File: src/inc/phy_control_params.svh
// constants for the phy control register and its management engine
`ifndef PHY_CONTROL_PARAMS_SVH
`define PHY_CONTROL_PARAMS_SVH

// register map
`define PHYCTL_ADDR 5'h00
`define PHYCTL_RESET 16'h3100
`define PHYCTL_WR_MASK 16'hFF80
`define PHYCTL_RD_NONE 16'h0000
`define CTL_SOFT_MASK 16'h8000
`define CTL_RESTART_MASK 16'h0200

// bit positions
`define CTL_SOFT_RESET 15
`define CTL_LOOPBACK 14
`define CTL_SPEED 13
`define CTL_AN_ENABLE 12
`define CTL_LOW_POWER 11
`define CTL_ISOLATE 10
`define CTL_AN_RESTART 9
`define CTL_DUPLEX 8
`define CTL_COL_TEST 7

// management frame
`define MDIO_PREAMBLE 6'h20
`define MDIO_OP_READ 2'h2
`define MDIO_OP_WRITE 2'h1
`define MDIO_HDR_LAST 5'h0B
`define MDIO_DATA_LAST 5'h0F

`endif

File: src/inc/phy_control_pkg.sv
// types for the phy control register and its management engine
package phy_control_pkg;

  typedef enum logic [2:0] {
    MS_HUNT,
    MS_START,
    MS_HDR,
    MS_TA,
    MS_DATA
  } mdio_state_t;

  typedef enum logic {
    SR_IDLE,
    SR_BUSY
  } soft_reset_state_t;

endpackage : phy_control_pkg

File: src/inc/mgmt_if.sv
// register access between the management engine and the register file
`timescale 1ns/1ps
`default_nettype none

interface mgmt_if;
  logic wr_pulse;
  logic [4:0] addr;
  logic [15:0] wr_data;
  logic [15:0] rd_data;

  modport engine (
    output wr_pulse,
    output addr,
    output wr_data,
    input rd_data
  );

  modport regfile (
    input wr_pulse,
    input addr,
    input wr_data,
    output rd_data
  );
endinterface : mgmt_if

`default_nettype wire

File: src/logic/mdio_engine.sv
// serial management frame engine sampling the management clock
`timescale 1ns/1ps
`default_nettype none
`include "phy_control_params.svh"

module mdio_engine #(
  parameter logic [4:0] PHY_ADDR = 5'h00
) (
  // clock and reset
  input wire logic core_clk,
  input wire logic rst,
  // management pins
  input wire logic mdc,
  input wire logic mdio_in,
  output logic mdio_out,
  output logic mdio_oe,
  // register file side
  mgmt_if.engine regs
);

  phy_control_pkg::mdio_state_t state;
  logic mdc_meta;
  logic mdc_sync;
  logic mdc_prev;
  logic mdio_meta;
  logic mdio_sync;
  logic [5:0] ones;
  logic [4:0] cnt;
  logic [11:0] hdr;
  logic [15:0] shift;
  logic is_read;

  wire rise = mdc_sync & ~mdc_prev;
  wire bit_in = mdio_sync;
  wire [11:0] next_hdr = {hdr[10:0], bit_in};
  wire [15:0] next_shift = {shift[14:0], bit_in};
  wire [4:0] next_cnt = cnt + 5'h01;
  wire op_ok = (next_hdr[11:10] == `MDIO_OP_READ) ||
               (next_hdr[11:10] == `MDIO_OP_WRITE);
  wire addr_ok = next_hdr[9:5] == PHY_ADDR;
  wire pre_ok = ones == `MDIO_PREAMBLE;

  always_ff @(posedge core_clk)
  begin
    mdc_meta <= mdc;
    mdc_sync <= mdc_meta;
    mdc_prev <= mdc_sync;
    mdio_meta <= mdio_in;
    mdio_sync <= mdio_meta;
  end

  always_ff @(posedge core_clk)
  begin
    if (rst)
    begin
      state <= phy_control_pkg::MS_HUNT;
      ones <= 6'h00;
      cnt <= 5'h00;
      hdr <= 12'h000;
      shift <= 16'h0000;
      is_read <= 1'h0;
      mdio_out <= 1'h0;
      mdio_oe <= 1'h0;
      regs.wr_pulse <= 1'h0;
      regs.addr <= 5'h00;
      regs.wr_data <= 16'h0000;
    end
    else
    begin
      regs.wr_pulse <= 1'h0;
      if (rise)
      begin
        unique case (state)
          phy_control_pkg::MS_HUNT:
          begin
            if (bit_in)
              ones <= pre_ok ? ones : ones + 6'h01;
            else
            begin
              ones <= 6'h00;
              if (pre_ok)
                state <= phy_control_pkg::MS_START;
            end
          end
          phy_control_pkg::MS_START:
          begin
            cnt <= 5'h00;
            state <= bit_in ? phy_control_pkg::MS_HDR
                            : phy_control_pkg::MS_HUNT;
          end
          phy_control_pkg::MS_HDR:
          begin
            hdr <= next_hdr;
            cnt <= next_cnt;
            if (cnt == `MDIO_HDR_LAST)
            begin
              cnt <= 5'h00;
              is_read <= next_hdr[11:10] == `MDIO_OP_READ;
              regs.addr <= next_hdr[4:0];
              state <= (op_ok && addr_ok) ? phy_control_pkg::MS_TA
                                          : phy_control_pkg::MS_HUNT;
            end
          end
          phy_control_pkg::MS_TA:
          begin
            cnt <= next_cnt;
            if (!cnt[0])
            begin
              // second turnaround bit is driven low on reads
              mdio_oe <= is_read;
              mdio_out <= 1'h0;
            end
            else
            begin
              cnt <= 5'h00;
              shift <= regs.rd_data;
              mdio_out <= is_read & regs.rd_data[15];
              state <= phy_control_pkg::MS_DATA;
            end
          end
          phy_control_pkg::MS_DATA:
          begin
            cnt <= next_cnt;
            shift <= next_shift;
            mdio_out <= is_read & shift[14];
            if (cnt == `MDIO_DATA_LAST)
            begin
              mdio_oe <= 1'h0;
              mdio_out <= 1'h0;
              regs.wr_pulse <= !is_read;
              regs.wr_data <= next_shift;
              state <= phy_control_pkg::MS_HUNT;
            end
          end
        endcase
      end
    end
  end

endmodule : mdio_engine

`default_nettype wire

File: src/logic/phy_control_register.sv
// phy control register with soft reset, loopback, isolate and test paths
`timescale 1ns/1ps
`default_nettype none
`include "phy_control_params.svh"

module phy_control_register #(
  parameter logic [4:0] PHY_ADDR = 5'h01,
  parameter int SOFT_RESET_CYCLES = 16
) (
  // clock and reset
  input wire logic core_clk,
  input wire logic rst,
  // serial management pins
  input wire logic mdc,
  input wire logic mdio_in,
  output logic mdio_out,
  output logic mdio_oe,
  // mac side media independent interface
  input wire logic mac_tx_en,
  input wire logic [3:0] mac_txd,
  output logic mac_rx_dv,
  output logic [3:0] mac_rxd,
  output logic mac_crs,
  output logic mac_col,
  // medium side transceiver
  output logic line_tx_en,
  output logic [3:0] line_txd,
  input wire logic line_rx_dv,
  input wire logic [3:0] line_rxd,
  input wire logic line_crs,
  input wire logic line_col,
  // negotiation result
  input wire logic an_full_duplex,
  // control outputs to the phy core
  output logic speed_100,
  output logic full_duplex,
  output logic autoneg_enable,
  output logic low_power_enable,
  output logic isolate,
  output logic autoneg_restart,
  output logic soft_reset
);

  localparam logic [15:0] SR_LAST = 16'(SOFT_RESET_CYCLES - 1);
  localparam int SR_BOUND = SOFT_RESET_CYCLES + 1;

  mgmt_if mgmt ();

  logic [15:0] ctrl;
  logic [15:0] sr_cnt;
  phy_control_pkg::soft_reset_state_t sr_state;

  mdio_engine #(
    .PHY_ADDR(PHY_ADDR)
  ) u_engine (
    .core_clk(core_clk),
    .rst(rst),
    .mdc(mdc),
    .mdio_in(mdio_in),
    .mdio_out(mdio_out),
    .mdio_oe(mdio_oe),
    .regs(mgmt.engine)
  );

  // register decode
  wire addr_hit = mgmt.addr == `PHYCTL_ADDR;
  wire sr_idle = sr_state == phy_control_pkg::SR_IDLE;
  wire sr_busy = sr_state == phy_control_pkg::SR_BUSY;
  wire wr_hit = mgmt.wr_pulse && addr_hit && sr_idle;
  wire sr_start = wr_hit && mgmt.wr_data[`CTL_SOFT_RESET];
  wire sr_done = sr_busy && (sr_cnt == SR_LAST);
  wire restart_clr = ctrl[`CTL_AN_RESTART] && sr_idle;
  wire [15:0] wr_value = mgmt.wr_data & `PHYCTL_WR_MASK;
  wire [15:0] next_ctrl =
    sr_start ? (`PHYCTL_RESET | `CTL_SOFT_MASK) :
    sr_done ? `PHYCTL_RESET :
    sr_busy ? ctrl :
    wr_hit ? wr_value :
    restart_clr ? (ctrl & ~`CTL_RESTART_MASK) :
    ctrl;

  assign mgmt.rd_data = addr_hit ? ctrl : `PHYCTL_RD_NONE;

  always_ff @(posedge core_clk)
  begin
    if (rst)
      ctrl <= `PHYCTL_RESET;
    else
      ctrl <= next_ctrl;
  end

  // soft reset sequencer
  always_ff @(posedge core_clk)
  begin
    if (rst)
    begin
      sr_state <= phy_control_pkg::SR_IDLE;
      sr_cnt <= 16'h0000;
    end
    else
    begin
      unique case (sr_state)
        phy_control_pkg::SR_IDLE:
        begin
          sr_cnt <= 16'h0000;
          if (sr_start)
            sr_state <= phy_control_pkg::SR_BUSY;
        end
        phy_control_pkg::SR_BUSY:
        begin
          sr_cnt <= sr_cnt + 16'h0001;
          if (sr_done)
            sr_state <= phy_control_pkg::SR_IDLE;
        end
      endcase
    end
  end

  // data path selection
  wire path_off = ctrl[`CTL_ISOLATE] | ctrl[`CTL_LOW_POWER] | soft_reset;
  wire loop = ctrl[`CTL_LOOPBACK];
  wire col_test = ctrl[`CTL_COL_TEST];
  wire next_line_tx_en = mac_tx_en & ~path_off & ~loop;
  wire [3:0] next_line_txd = next_line_tx_en ? mac_txd : 4'h0;
  wire next_rx_dv = !path_off && (loop ? mac_tx_en : line_rx_dv);
  wire [3:0] rx_src = loop ? mac_txd : line_rxd;
  wire [3:0] next_rxd = next_rx_dv ? rx_src : 4'h0;
  wire next_crs = !path_off && (loop ? mac_tx_en : line_crs);
  wire col_src = col_test ? mac_tx_en : (!loop && line_col);
  wire next_col = !path_off && col_src;
  wire next_duplex = ctrl[`CTL_AN_ENABLE] ? an_full_duplex
                                          : ctrl[`CTL_DUPLEX];

  always_ff @(posedge core_clk)
  begin
    if (rst)
    begin
      line_tx_en <= 1'h0;
      line_txd <= 4'h0;
      mac_rx_dv <= 1'h0;
      mac_rxd <= 4'h0;
      mac_crs <= 1'h0;
      mac_col <= 1'h0;
      full_duplex <= 1'h1;
      autoneg_restart <= 1'h0;
      soft_reset <= 1'h0;
    end
    else
    begin
      line_tx_en <= next_line_tx_en;
      line_txd <= next_line_txd;
      mac_rx_dv <= next_rx_dv;
      mac_rxd <= next_rxd;
      mac_crs <= next_crs;
      mac_col <= next_col;
      full_duplex <= next_duplex;
      autoneg_restart <= restart_clr;
      soft_reset <= sr_start | (sr_busy & ~sr_done);
    end
  end

  // configuration taken straight from the register bits
  assign speed_100 = ctrl[`CTL_SPEED];
  assign autoneg_enable = ctrl[`CTL_AN_ENABLE];
  assign low_power_enable = ctrl[`CTL_LOW_POWER];
  assign isolate = ctrl[`CTL_ISOLATE];
endmodule : phy_control_register

`default_nettype wire

File: config.mk
export PLATFORM = sky130hd
export DESIGN_NAME = phy_control_register
export DESIGN_NICKNAME = d
export VERILOG_FILES = /design/src/inc/phy_control_pkg.sv /design/src/inc/mgmt_if.sv /design/src/logic/mdio_engine.sv /design/src/logic/phy_control_register.sv
export VERILOG_INCLUDE_DIRS = /design/src /design/src/inc
export SDC_FILE = /design/constraint.sdc
export NUM_CORES = 1
export LEC_CHECK = 0
export BUFFER_PORTS_ARGS = -buffer_cell sky130_fd_sc_hd__clkbuf_2
export CORE_MARGIN = 8
export CORE_UTILIZATION = 60
export CTS_CLUSTER_DIAMETER = 150
export DETAILED_ROUTE_END_ITERATION = 8
export GPL_ROUTABILITY_DRIVEN = 0
export HOLD_SLACK_MARGIN = 0.12
export PLACE_DENSITY = 0.87
export REMOVE_ABC_BUFFERS = 1
export SLEW_MARGIN = 20
export SYNTH_ARGS = -nofsm -noshare
export SYNTH_HDL_FRONTEND = slang
export SYNTH_HIERARCHICAL = 1
export SYNTH_SLANG_ARGS = --single-unit
export TNS_END_PERCENT = 10
File: constraint.sdc
create_clock -name core_clk -period 2.1 [get_ports core_clk]
set_input_delay 0.21 -clock core_clk [delete_from_list [all_inputs] [get_ports core_clk]]
set_output_delay 0.21 -clock core_clk [all_outputs]
set_load 0.02 [all_outputs]
# Yosys cells after proc, flatten, opt, wreduce, memory -nomap -nowiden
# Index checks and enable logic that the tools add are counted.
word_totals:
  regBits: 118
  input_bits: 17
  out_inout_bits: 21
  word_cells: 143
op_classes:
  n_addsub: 3
  eq_ne: 19
  muxes: 36
  bitwise_logic: 19
  n_reduce_logical: 36
ops:
  columns: ["op", "n"]
  rows:
  - ["two-way mux 16 bit", 5]
  - ["case mux 16 bit (2 select lines)", 1]
  - ["case mux 15 bit (2 select lines)", 1]
  - ["case mux 5 bit (4 select lines)", 1]
  - ["adder 16 x 1 -> 16 bit (second input constant)", 1]
  - ["equality test 16 x 4 -> 1 bit (second input constant)", 1]
  - ["two-way mux 15 bit", 1]
  - ["two-way mux 3 bit", 5]
  - ["case mux 3 bit (5 select lines)", 1]
  - ["two-way mux 6 bit", 2]
  - ["AND reduction 2 bit", 6]
  - ["AND reduction 3 bit", 4]
  - ["equality test 5 x 4 -> 1 bit (second input constant)", 2]
  - ["logical AND 1 bit", 10]
  - ["two-way mux 1 bit", 10]
  - ["two-way mux 10 bit", 1]
  - ["two-way mux 5 bit", 2]
  - ["NOT 1 bit", 10]
  - ["inequality test 2 x 1 -> 1 bit (second input constant)", 4]
  - ["adder 6 x 1 -> 6 bit (second input constant)", 1]
  - ["AND 1 bit", 6]
  - ["equality test 3 x 2 -> 1 bit (second input constant)", 2]
  - ["equality test 6 bit (second input constant)", 1]
  - ["inequality test 2 bit (second input constant)", 3]
  - ["other kinds (23)", 32]

# Depth between registers and ports, before layout
# Gate-level depths: netlist of the first run.
logic_depth:
  depth_word: 7
  depth_mapped: 9
  mapped_depth_nobuf: 7

# Modules after synthesis
# The synthesis of the first run kept the hierarchy.
by_module_without_submodules:
  columns: ["module", "n_inst", "cells_per_inst", "area_each_um2", "seq_area_each_um2"]
  rows:
  - ["mdio_engine", 1, 374, 3185.6, 1401.3]
  - ["phy_control_register", 1, 192, 1767.9, 820.8]

# Worst setup path after synthesis of the first run
# Ideal clock, no wire load.
synth_path:
  path_type: "register to register"
  startpoint: "register u_engine.cnt[0]"
  endpoint: "register u_engine.regs.wr_data[15]"
  setup_ps: 132
  t_arrival_ps: 1802
  required_time_ps: 1968
  setup_slack_ps: 166
  stages_incl_launch_ff: 10
  path_buffers: 2
  synth_period_minus_slack_ps: 1934
  cell_sequence: "dfxtp_1 ha_1 and3_1 ha_1 inv_1 or3_1 buf_2 buf_6 nand2_1 a21oi_1"
synth_via:
  elab_chain_len: 2
synth_rtl:
  columns: ["item", "line", "rtl"]
  rows:
  - ["from (decl)", "mdio_engine.sv:28", "logic [4:0] cnt;"]
  - ["from (signal assigned)", "mdio_engine.sv:94", "cnt <= next_cnt;"]
  - ["from (signal assigned)", "mdio_engine.sv:106", "cnt <= next_cnt;"]
  - ["from (signal assigned)", "mdio_engine.sv:123", "cnt <= next_cnt;"]
  - ["equality test 5 x 4 -> 1 bit (no line)", null, null]
  - ["AND reduction 3 bit (no line)", null, null]
  - ["to (signal assigned)", "mdio_engine.sv:131", "regs.wr_data <= next_shift;"]
  - ["to (decl)", "mgmt_if.sv:14", "output wr_data,"]
# No other way between the ends.
# A chain may end at the register's enable or synchronous reset.

# Final worst setup path of the first run
layout_path:
  startpoint: "register u_engine.state[2]"
  endpoint: "register u_engine.shift[8]"
layout_via:
  elab_chain_len: 3
  elab_cells_between_ends: 6
  cone_classes: "eq/ne (3); mux (1); reduce/logical (2)"
layout_rtl:
  columns: ["item", "line", "rtl"]
  rows:
  - ["from (decl)", "mdio_engine.sv:21", "phy_control_pkg::mdio_state_t state;"]
  - ["from (signal assigned)", "mdio_engine.sv:56", "state <= phy_control_pkg::MS_HUNT;"]
  - ["from (signal assigned)", "mdio_engine.sv:82", "state <= phy_control_pkg::MS_START;"]
  - ["from (signal assigned)", "mdio_engine.sv:88", "state <= bit_in ? phy_control_pkg::MS_HDR"]
  - ["equality test 3 x 2 -> 1 bit / equality test 3 bit (equally long branches)", "mdio_engine.sv:73", "unique case (state)"]
  - ["inequality test 2 x 1 -> 1 bit (no line) / nonzero test 2 bit (equally long branches)", null, null]
  - ["AND reduction 3 bit (no line)", null, null]
  - ["to (signal assigned)", "mdio_engine.sv:116", "shift <= regs.rd_data;"]
  - ["to (signal assigned)", "mdio_engine.sv:124", "shift <= next_shift;"]
  - ["to (decl)", "mdio_engine.sv:30", "logic [15:0] shift;"]
# Parallel ways exist; a longest one is shown, timed or not.

==> results of run 1 <==
[path summary, 6_finish.rpt]
| kind | to | from |
|---|---|---|
| worst min register to register | u_engine/bit_in | u_engine/mdio_meta |
| worst min-delay path | mac_col | mac_tx_en |
| worst max-delay path | u_engine/shift[8] | u_engine/state[2] |
| worst max register to register | u_engine/shift[8] | u_engine/state[2] |
[stage by stage]
| step | cells | hold slack (ps) | power, mW | cell area, um2 |
|---|---|---|---|---|
| floorplan | 508 | 238 | 2.11 | 4570 |
| finish | 689 | 144 | 3.37 | 5350 |
| detailed placement | 660 | 314 | 2.18 | 5010 |
| global placement | 660 | 313 | 2.18 | 5010 |
| CTS | 689 | 125 | 3.40 | 5340 |
| global route | 689 | 171 | 3.50 | 5350 |
[area by class of cell]
cell class | instances | area (um2) | share of cell area [%]
Clock buffer | 9 | 124 | 2.32
Multi-Input combinational cell | 392 | 2450 | 45.8
Clock inverter | 6 | 68.8 | 1.29
Inverter | 12 | 45.0 | 0.842
Sequential cell | 104 | 2080 | 38.9
Tap cell | 102 | 128 | 2.39
Timing Repair Buffer | 64 | 448 | 8.38
[cells in the final DEF, fill, tap and decap left out, types with 5 or more instances in the layout]
cell / n
a311oi_1: 5
buf_4: 11
nor2_1: 40
nand3_1: 35
clkbuf_8: 9
nor2b_1: 8
and2_1: 5
nand2_1: 68
and3_1: 13
inv_1: 12
ha_1: 7
xor2_1: 5
or3_1: 6
mux2i_1: 16
clkbuf_2: 37
dlygate4sd3_1: 14
nand4b_1: 5
dfxtp_1: 104
or4_1: 5
a311oi_2: 10
o21ai_0: 25
nand2b_1: 12
nand4_1: 6
nor4_1: 11
o31ai_1: 5
conb_1: 7
a21oi_1: 43
[worst max-delay path, delay by kind of cell, from the launching register on]
| kind | cells | cell delay (ps) |
|---|---|---|
| and+or+nand+nor | 2 | 430 |
| AOI/OAI and AO/OA | 2 | 550 |
| buffers and inverters | 2 | 520 |
| DFF | 1 | 340 |
[registers in the layout, summed over array words and instances (netlist names), 3 cells and up]
| name | count |
|---|---|
| u_engine/hdr | 11 |
| u_engine/shift | 15 |
| u_engine/state | 3 |
| mac_rxd | 4 |
| line_txd | 4 |
| u_engine/ones | 6 |
| u_engine/cnt | 5 |
| u_engine/regs.wr_data | 9 |
| ctrl | 9 |
| sr_cnt | 16 |
| u_engine/regs.addr | 5 |
[power by group through the flow]
stage          sequential (mW)  combinational, mW  clock, mW
2_1_floorplan             2.06             0.0503          0
3_3_place_gp              2.05              0.129          0
3_5_place_dp              2.05              0.132          0
4_1_cts                   2.00              0.153       1.24
5_1_grt                   2.01              0.171       1.32
6_report                  2.00              0.157       1.21
[layer usage]
metal | up-vias | part of all wire, % | global-route usage, % | routed length (um)
met5 | - | 0 | 0 | 0
met4 | 0 | 1.4 | 5.20 | 149
met3 | 13 | 6.4 | 5.53 | 673
met2 | 139 | 50 | 32.9 | 5250
met1 | 1916 | 42 | 23.3 | 4470
li1 | 2004 | - | - | -
[timing repair]
action,4_1_cts,5_1_grt
resized for setup,0,1
hold buffers,14,0
hold endpoints to repair,13,0
endpoints found under the setup margin,0,9
==> out/metrics.yaml, run 1 <==
outcome: "finished, final reports clean"
max_cap_viol_count: 0
period_minus_slack_ps: 1940
grt_setup_unrepaired: "no"
drive_gt1_share_pct: 15.7
crit_required_ps: 2360
drv_slew: 0
wl_mm: 10.5
grt_pass1_vias: 3901
slew_headroom_pct: 53.3
hold_viol_final: 0
powerDensity_mw_per_mm2: 631
fillerInstances: 591
fin_ws_ps: 158
core-area_mm2: 0.00769
dp_hpwl_mm: 7.16
clockPowerShare_pct: 36.0
drt-initial-drc-count: 273
cts.sinks: 104
r2r_cells: 6
min_path_type: "primary input to flip-flop"
wl_per_cell_um: 15.3
cts.clk_slew.worst_paths_ps: 100
viasPerCell: 5.91
p_sw_share_pct: 22.9
worstPathArrival_ps: 2200
pwr-share-seq_pct: 59.4
grt_pass1_wl_mm: 18.1
timing_worst_setup_path_type: "flip-flop to flip-flop"
start_util_pct: 61.5
gr-total-overflow: 0
dieArea_mm2: 0.0110
syn_area_mm2: 0.00473
post-place-ws_ps: 127
power.share.combinational_pct: 4.6
cp-end-kind: "flip-flop"
crit_chain: "buf_4, and4bb_2, a211oi_4, buf_12, nor2_1, a311oi_2"
setup_viol: 0
drc_errors: 0
power_switching_mw: 0.771
antenna_found_initial: 0
die_height_um: 105
fin_crit_sh_pct: 92.5
synth_warnings: 6
fmax_mhz: 515
post_cts_buffers: 0
portBuffers: 37
hold_depth: 3
peakVddDrop_uv: 457
die_w_um: 105
tightest_slew_ps: 699
syn_inst: 538
slowest_stage: "and4bb_2"
clk_latency_ps: 360
htreeDepth: 3
intPower_mw: 2.60
cts-buffers-inserted: 9
fin_skew_ps: 14.3
ff2ff_setup_slack_ps: 160
final_nets: 607
p_leak_nw: 1.95
crit_fanout: 30
cpPeakStageDelay_ps: 350
critPathLaunchType: "flip-flop"
grt_usage_pct: 19.3
synth.avg_cell_area_um2: 8.78
cts_tree: "yes"
std_cell_rows: 32
num_io_pins: 38
tns_ps: 0
dr.pass1.iters: 4
grt_max_degree: 58
vias: 4072
ant_nets: 0
post-route-util_pct: 69.5
n_antenna_cell: 0
cts_max_path_buffers: 2
clockRootBuffer: "clkbuf_8"
syn_to_final_growth_pct: 13.1
(Power assumes the default switching activity.)
==> run 2, diff against run 1 <==
--- a/config.mk
+++ b/config.mk
@@ -14,6 +14,7 @@
 export GPL_ROUTABILITY_DRIVEN = 0
 export HOLD_SLACK_MARGIN = 0.12
 export PLACE_DENSITY = 0.87
+export RECOVER_POWER = 100
 export REMOVE_ABC_BUFFERS = 1
 export SLEW_MARGIN = 20
 export SYNTH_ARGS = -nofsm -noshare
==> constraint.sdc (replaced) <==
create_clock -name core_clk -period 1.8 [get_ports core_clk]
set_input_delay 0.18 -clock core_clk [delete_from_list [all_inputs] [get_ports core_clk]]
set_output_delay 0.18 -clock core_clk [all_outputs]
set_load 0.02 [all_outputs]
==> out/metrics.yaml, run 2 (synthesis results as in run 1) <==
syn_to_final_growth_pct: 15.8  # was 13.1%
core-area_mm2: 0.00769  # unchanged
peakVddDrop_uv: 515  # was 457 uV
fin_cells: 708  # was 689
clockRootBuffer: "clkbuf_8"  # unchanged
clk_latency_ps: 370  # was 360 ps
cts.clk_slew.worst_paths_ps: 100  # about the same
p_leak_nw: 1.99  # was 1.95 nW
r2r-end: "ctrl[15]"  # was u_engine/shift[8]
tightest_slew_ps: 612  # was 699 ps
n_antenna_cell: 0  # unchanged
htreeDepth: 3  # unchanged
cp-end-kind: "flip-flop"  # unchanged
cp_num_buf_inv: 1  # was 2
grt_pass1_wl_mm: 18.8  # was 18.1 mm
cts_tree: "yes"  # unchanged
grt_max_degree: 58  # unchanged
outcome: "finished, final reports clean"  # unchanged
hold_depth: 3  # unchanged
drv_slew: 0  # unchanged
dr.pass1.iters: 5  # was 4
drive_gt1_share_pct: 13.7  # was 15.7%
cts_max_path_buffers: 2  # unchanged
wl_per_cell_um: 16.4  # was 15.3 um
r2r_cells: 4  # was 6
die_height_um: 105  # unchanged
std_cell_rows: 32  # unchanged
powerDensity_mw_per_mm2: 735  # was 631 mW/mm2
multi_input_area_mm2: 0.00243  # was 0.00245 mm2
intPower_mw: 3.06  # was 2.60 mW
critPathTopFamily: "simple AND/OR/NAND/NOR gates"  # was compound AO/OA/AOI/OAI gates
p_sw_share_pct: 24.0  # was 22.9%
drt-initial-drc-count: 334  # was 273
slowest_stage: "or4_4"  # was and4bb_2
crit_fanout: 9  # was 30
power.share.combinational_pct: 4.6  # about the same
largest_register_ffs: 16  # unchanged
fin_skew_ps: 10.6  # was 14.3 ps
clockPowerShare_pct: 37.3  # was 36.0%
seq_area_mm2: 0.00208  # unchanged
r2r-start: "sr_cnt[13]"  # was u_engine/state[2]
hold_ws_ps: 145  # was 144 ps
dieArea_mm2: 0.0110  # unchanged
cts-buffers-inserted: 9  # unchanged
grt_usage_pct: 20.4  # was 19.3%
dp_hpwl_mm: 7.48  # was 7.16 mm
fin_crit_sh_pct: 97.6  # was 92.5%
num_io_pins: 38  # unchanged
crit_required_ps: 2070  # was 2360 ps
max_cap_viol_count: 0  # unchanged
layout_commonest_cell: "dfxtp_1"  # unchanged
setup_viol: 0  # unchanged
final_nets: 625  # was 607
vias: 4207  # was 4072
cts.sinks: 104  # unchanged
reg_top3: "sr_cnt: 16 flops, u_engine/shift: 15 flops, u_engine/hdr: 11 flops"  # unchanged
most-common-layout-cells: "dfxtp_1 (104), nand2_1 (68), a21oi_1 (43)"  # unchanged
worstPathArrival_ps: 2030  # was 2200 ps
hold_viol_final: 0  # unchanged
die_w_um: 105  # unchanged
portBuffers: 37  # unchanged
cpPeakStageDelay_ps: 580  # was 350 ps
ff2ff_setup_slack_ps: 40  # was 160 ps
endpoint: "ctrl[15]"  # was u_engine/shift[8]
wl_mm: 11.6  # was 10.5 mm
viasPerCell: 5.94  # was 5.91
fmax_mhz: 569  # was 515 MHz
post-route-util_pct: 71.2  # was 69.5%
grt_setup_unrepaired: "no"  # unchanged
ant_nets: 0  # unchanged
period_minus_slack_ps: 1760  # was 1940 ps
start_util_pct: 61.5  # unchanged
antenna_found_initial: 0  # unchanged
place_inst: 675  # was 660
dpl_cell_area_mm2: 0.00513  # was 0.00501 mm2
fillerInstances: 581  # was 591
gr-total-overflow: 0  # unchanged
slew_headroom_pct: 59.2  # was 53.3%
stdcell_area_mm2: 0.00547  # was 0.00535 mm2
regMostFlops: "sr_cnt"  # unchanged
power_switching_mw: 0.964  # was 0.771 mW
timing_worst_setup_path_type: "flip-flop to flip-flop"  # unchanged
grt_pass1_vias: 4041  # was 3901
crit_chain: "or4_4, o41ai_4, buf_6, o31ai_1"  # was buf_4, and4bb_2, a211oi_4, buf_12, nor2_1, a311oi_2
cp-startpoint: "sr_cnt[13]"  # was u_engine/state[2]
worstSetupPathDepth: 4  # was 6
drc_errors: 0  # unchanged
pwr-share-seq_pct: 58.1  # was 59.4%
critPathLaunchType: "flip-flop"  # unchanged
min_path_type: "primary input to flip-flop"  # unchanged
run 2: repair_timing:
action                     4_1_cts  5_1_grt
hold endpoints to repair        13        0
buffers inserted                 0        2
gates resized for setup          1        6
cloned                           0        1
pin swaps                        0        3
hold buffers                    14        0
setup endpoints to repair        1       37
run 2: metal layers:
layer | share of wire [%] | global-route usage (%) | vias to the layer above
li1 | - | - | 2048
met1 | 43 | 23.1 | 1976
met2 | 49 | 34.8 | 159
met3 | 6.4 | 6.33 | 24
met4 | 2.3 | 8.36 | 0
met5 | 0 | 0 | -
run 2: worst register-to-register path, delay by kind of cell, from the launching register on:
family	cells	cell delay, ps
buffers and inverters	1	200
AO/OA/AOI/OAI	2	540
flip-flops	1	350
AND/OR/NAND/NOR	1	580
run 2: stage by stage:
stage	power (mW)	worst slack, ps	TNS (ps)
6_report	4.02	42.4	0
5_1_grt	4.16	2.13	0
4_1_cts	4.03	2.44	0
3_5_place_dp	2.55	12.2	0
3_3_place_gp	2.54	73.7	0
2_1_floorplan	2.46	-1030	-21360
run 2: worst min-delay path by stage:
stage	slack [ps]	to	startpoint
after floorplan	210	u_engine/mdc_meta	mdc
after global placement	280	u_engine/mdc_meta	mdc
after detailed placement	280	u_engine/mdc_meta	mdc
after CTS	120	mac_col	mac_tx_en
after global routing	140	line_tx_en	mac_tx_en
final	150	mac_col	mac_tx_en
run 2: cell type report:
type / instances / area share, %
Multi-Input combinational cell: 392 / 44.4
Clock inverter: 7 / 1.44
Tap cell: 102 / 2.33
Sequential cell: 104 / 38.0
Timing Repair Buffer: 82 / 10.7
Clock buffer: 9 / 2.26
Inverter: 12 / 0.823
run 2: power groups by stage:
stage	clock network, mW	registers [mW]	logic (mW)
6_report	1.50	2.34	0.186
5_1_grt	1.62	2.34	0.201
4_1_cts	1.50	2.34	0.185
3_5_place_dp	0	2.39	0.159
3_3_place_gp	0	2.39	0.155
2_1_floorplan	0	2.41	0.0586
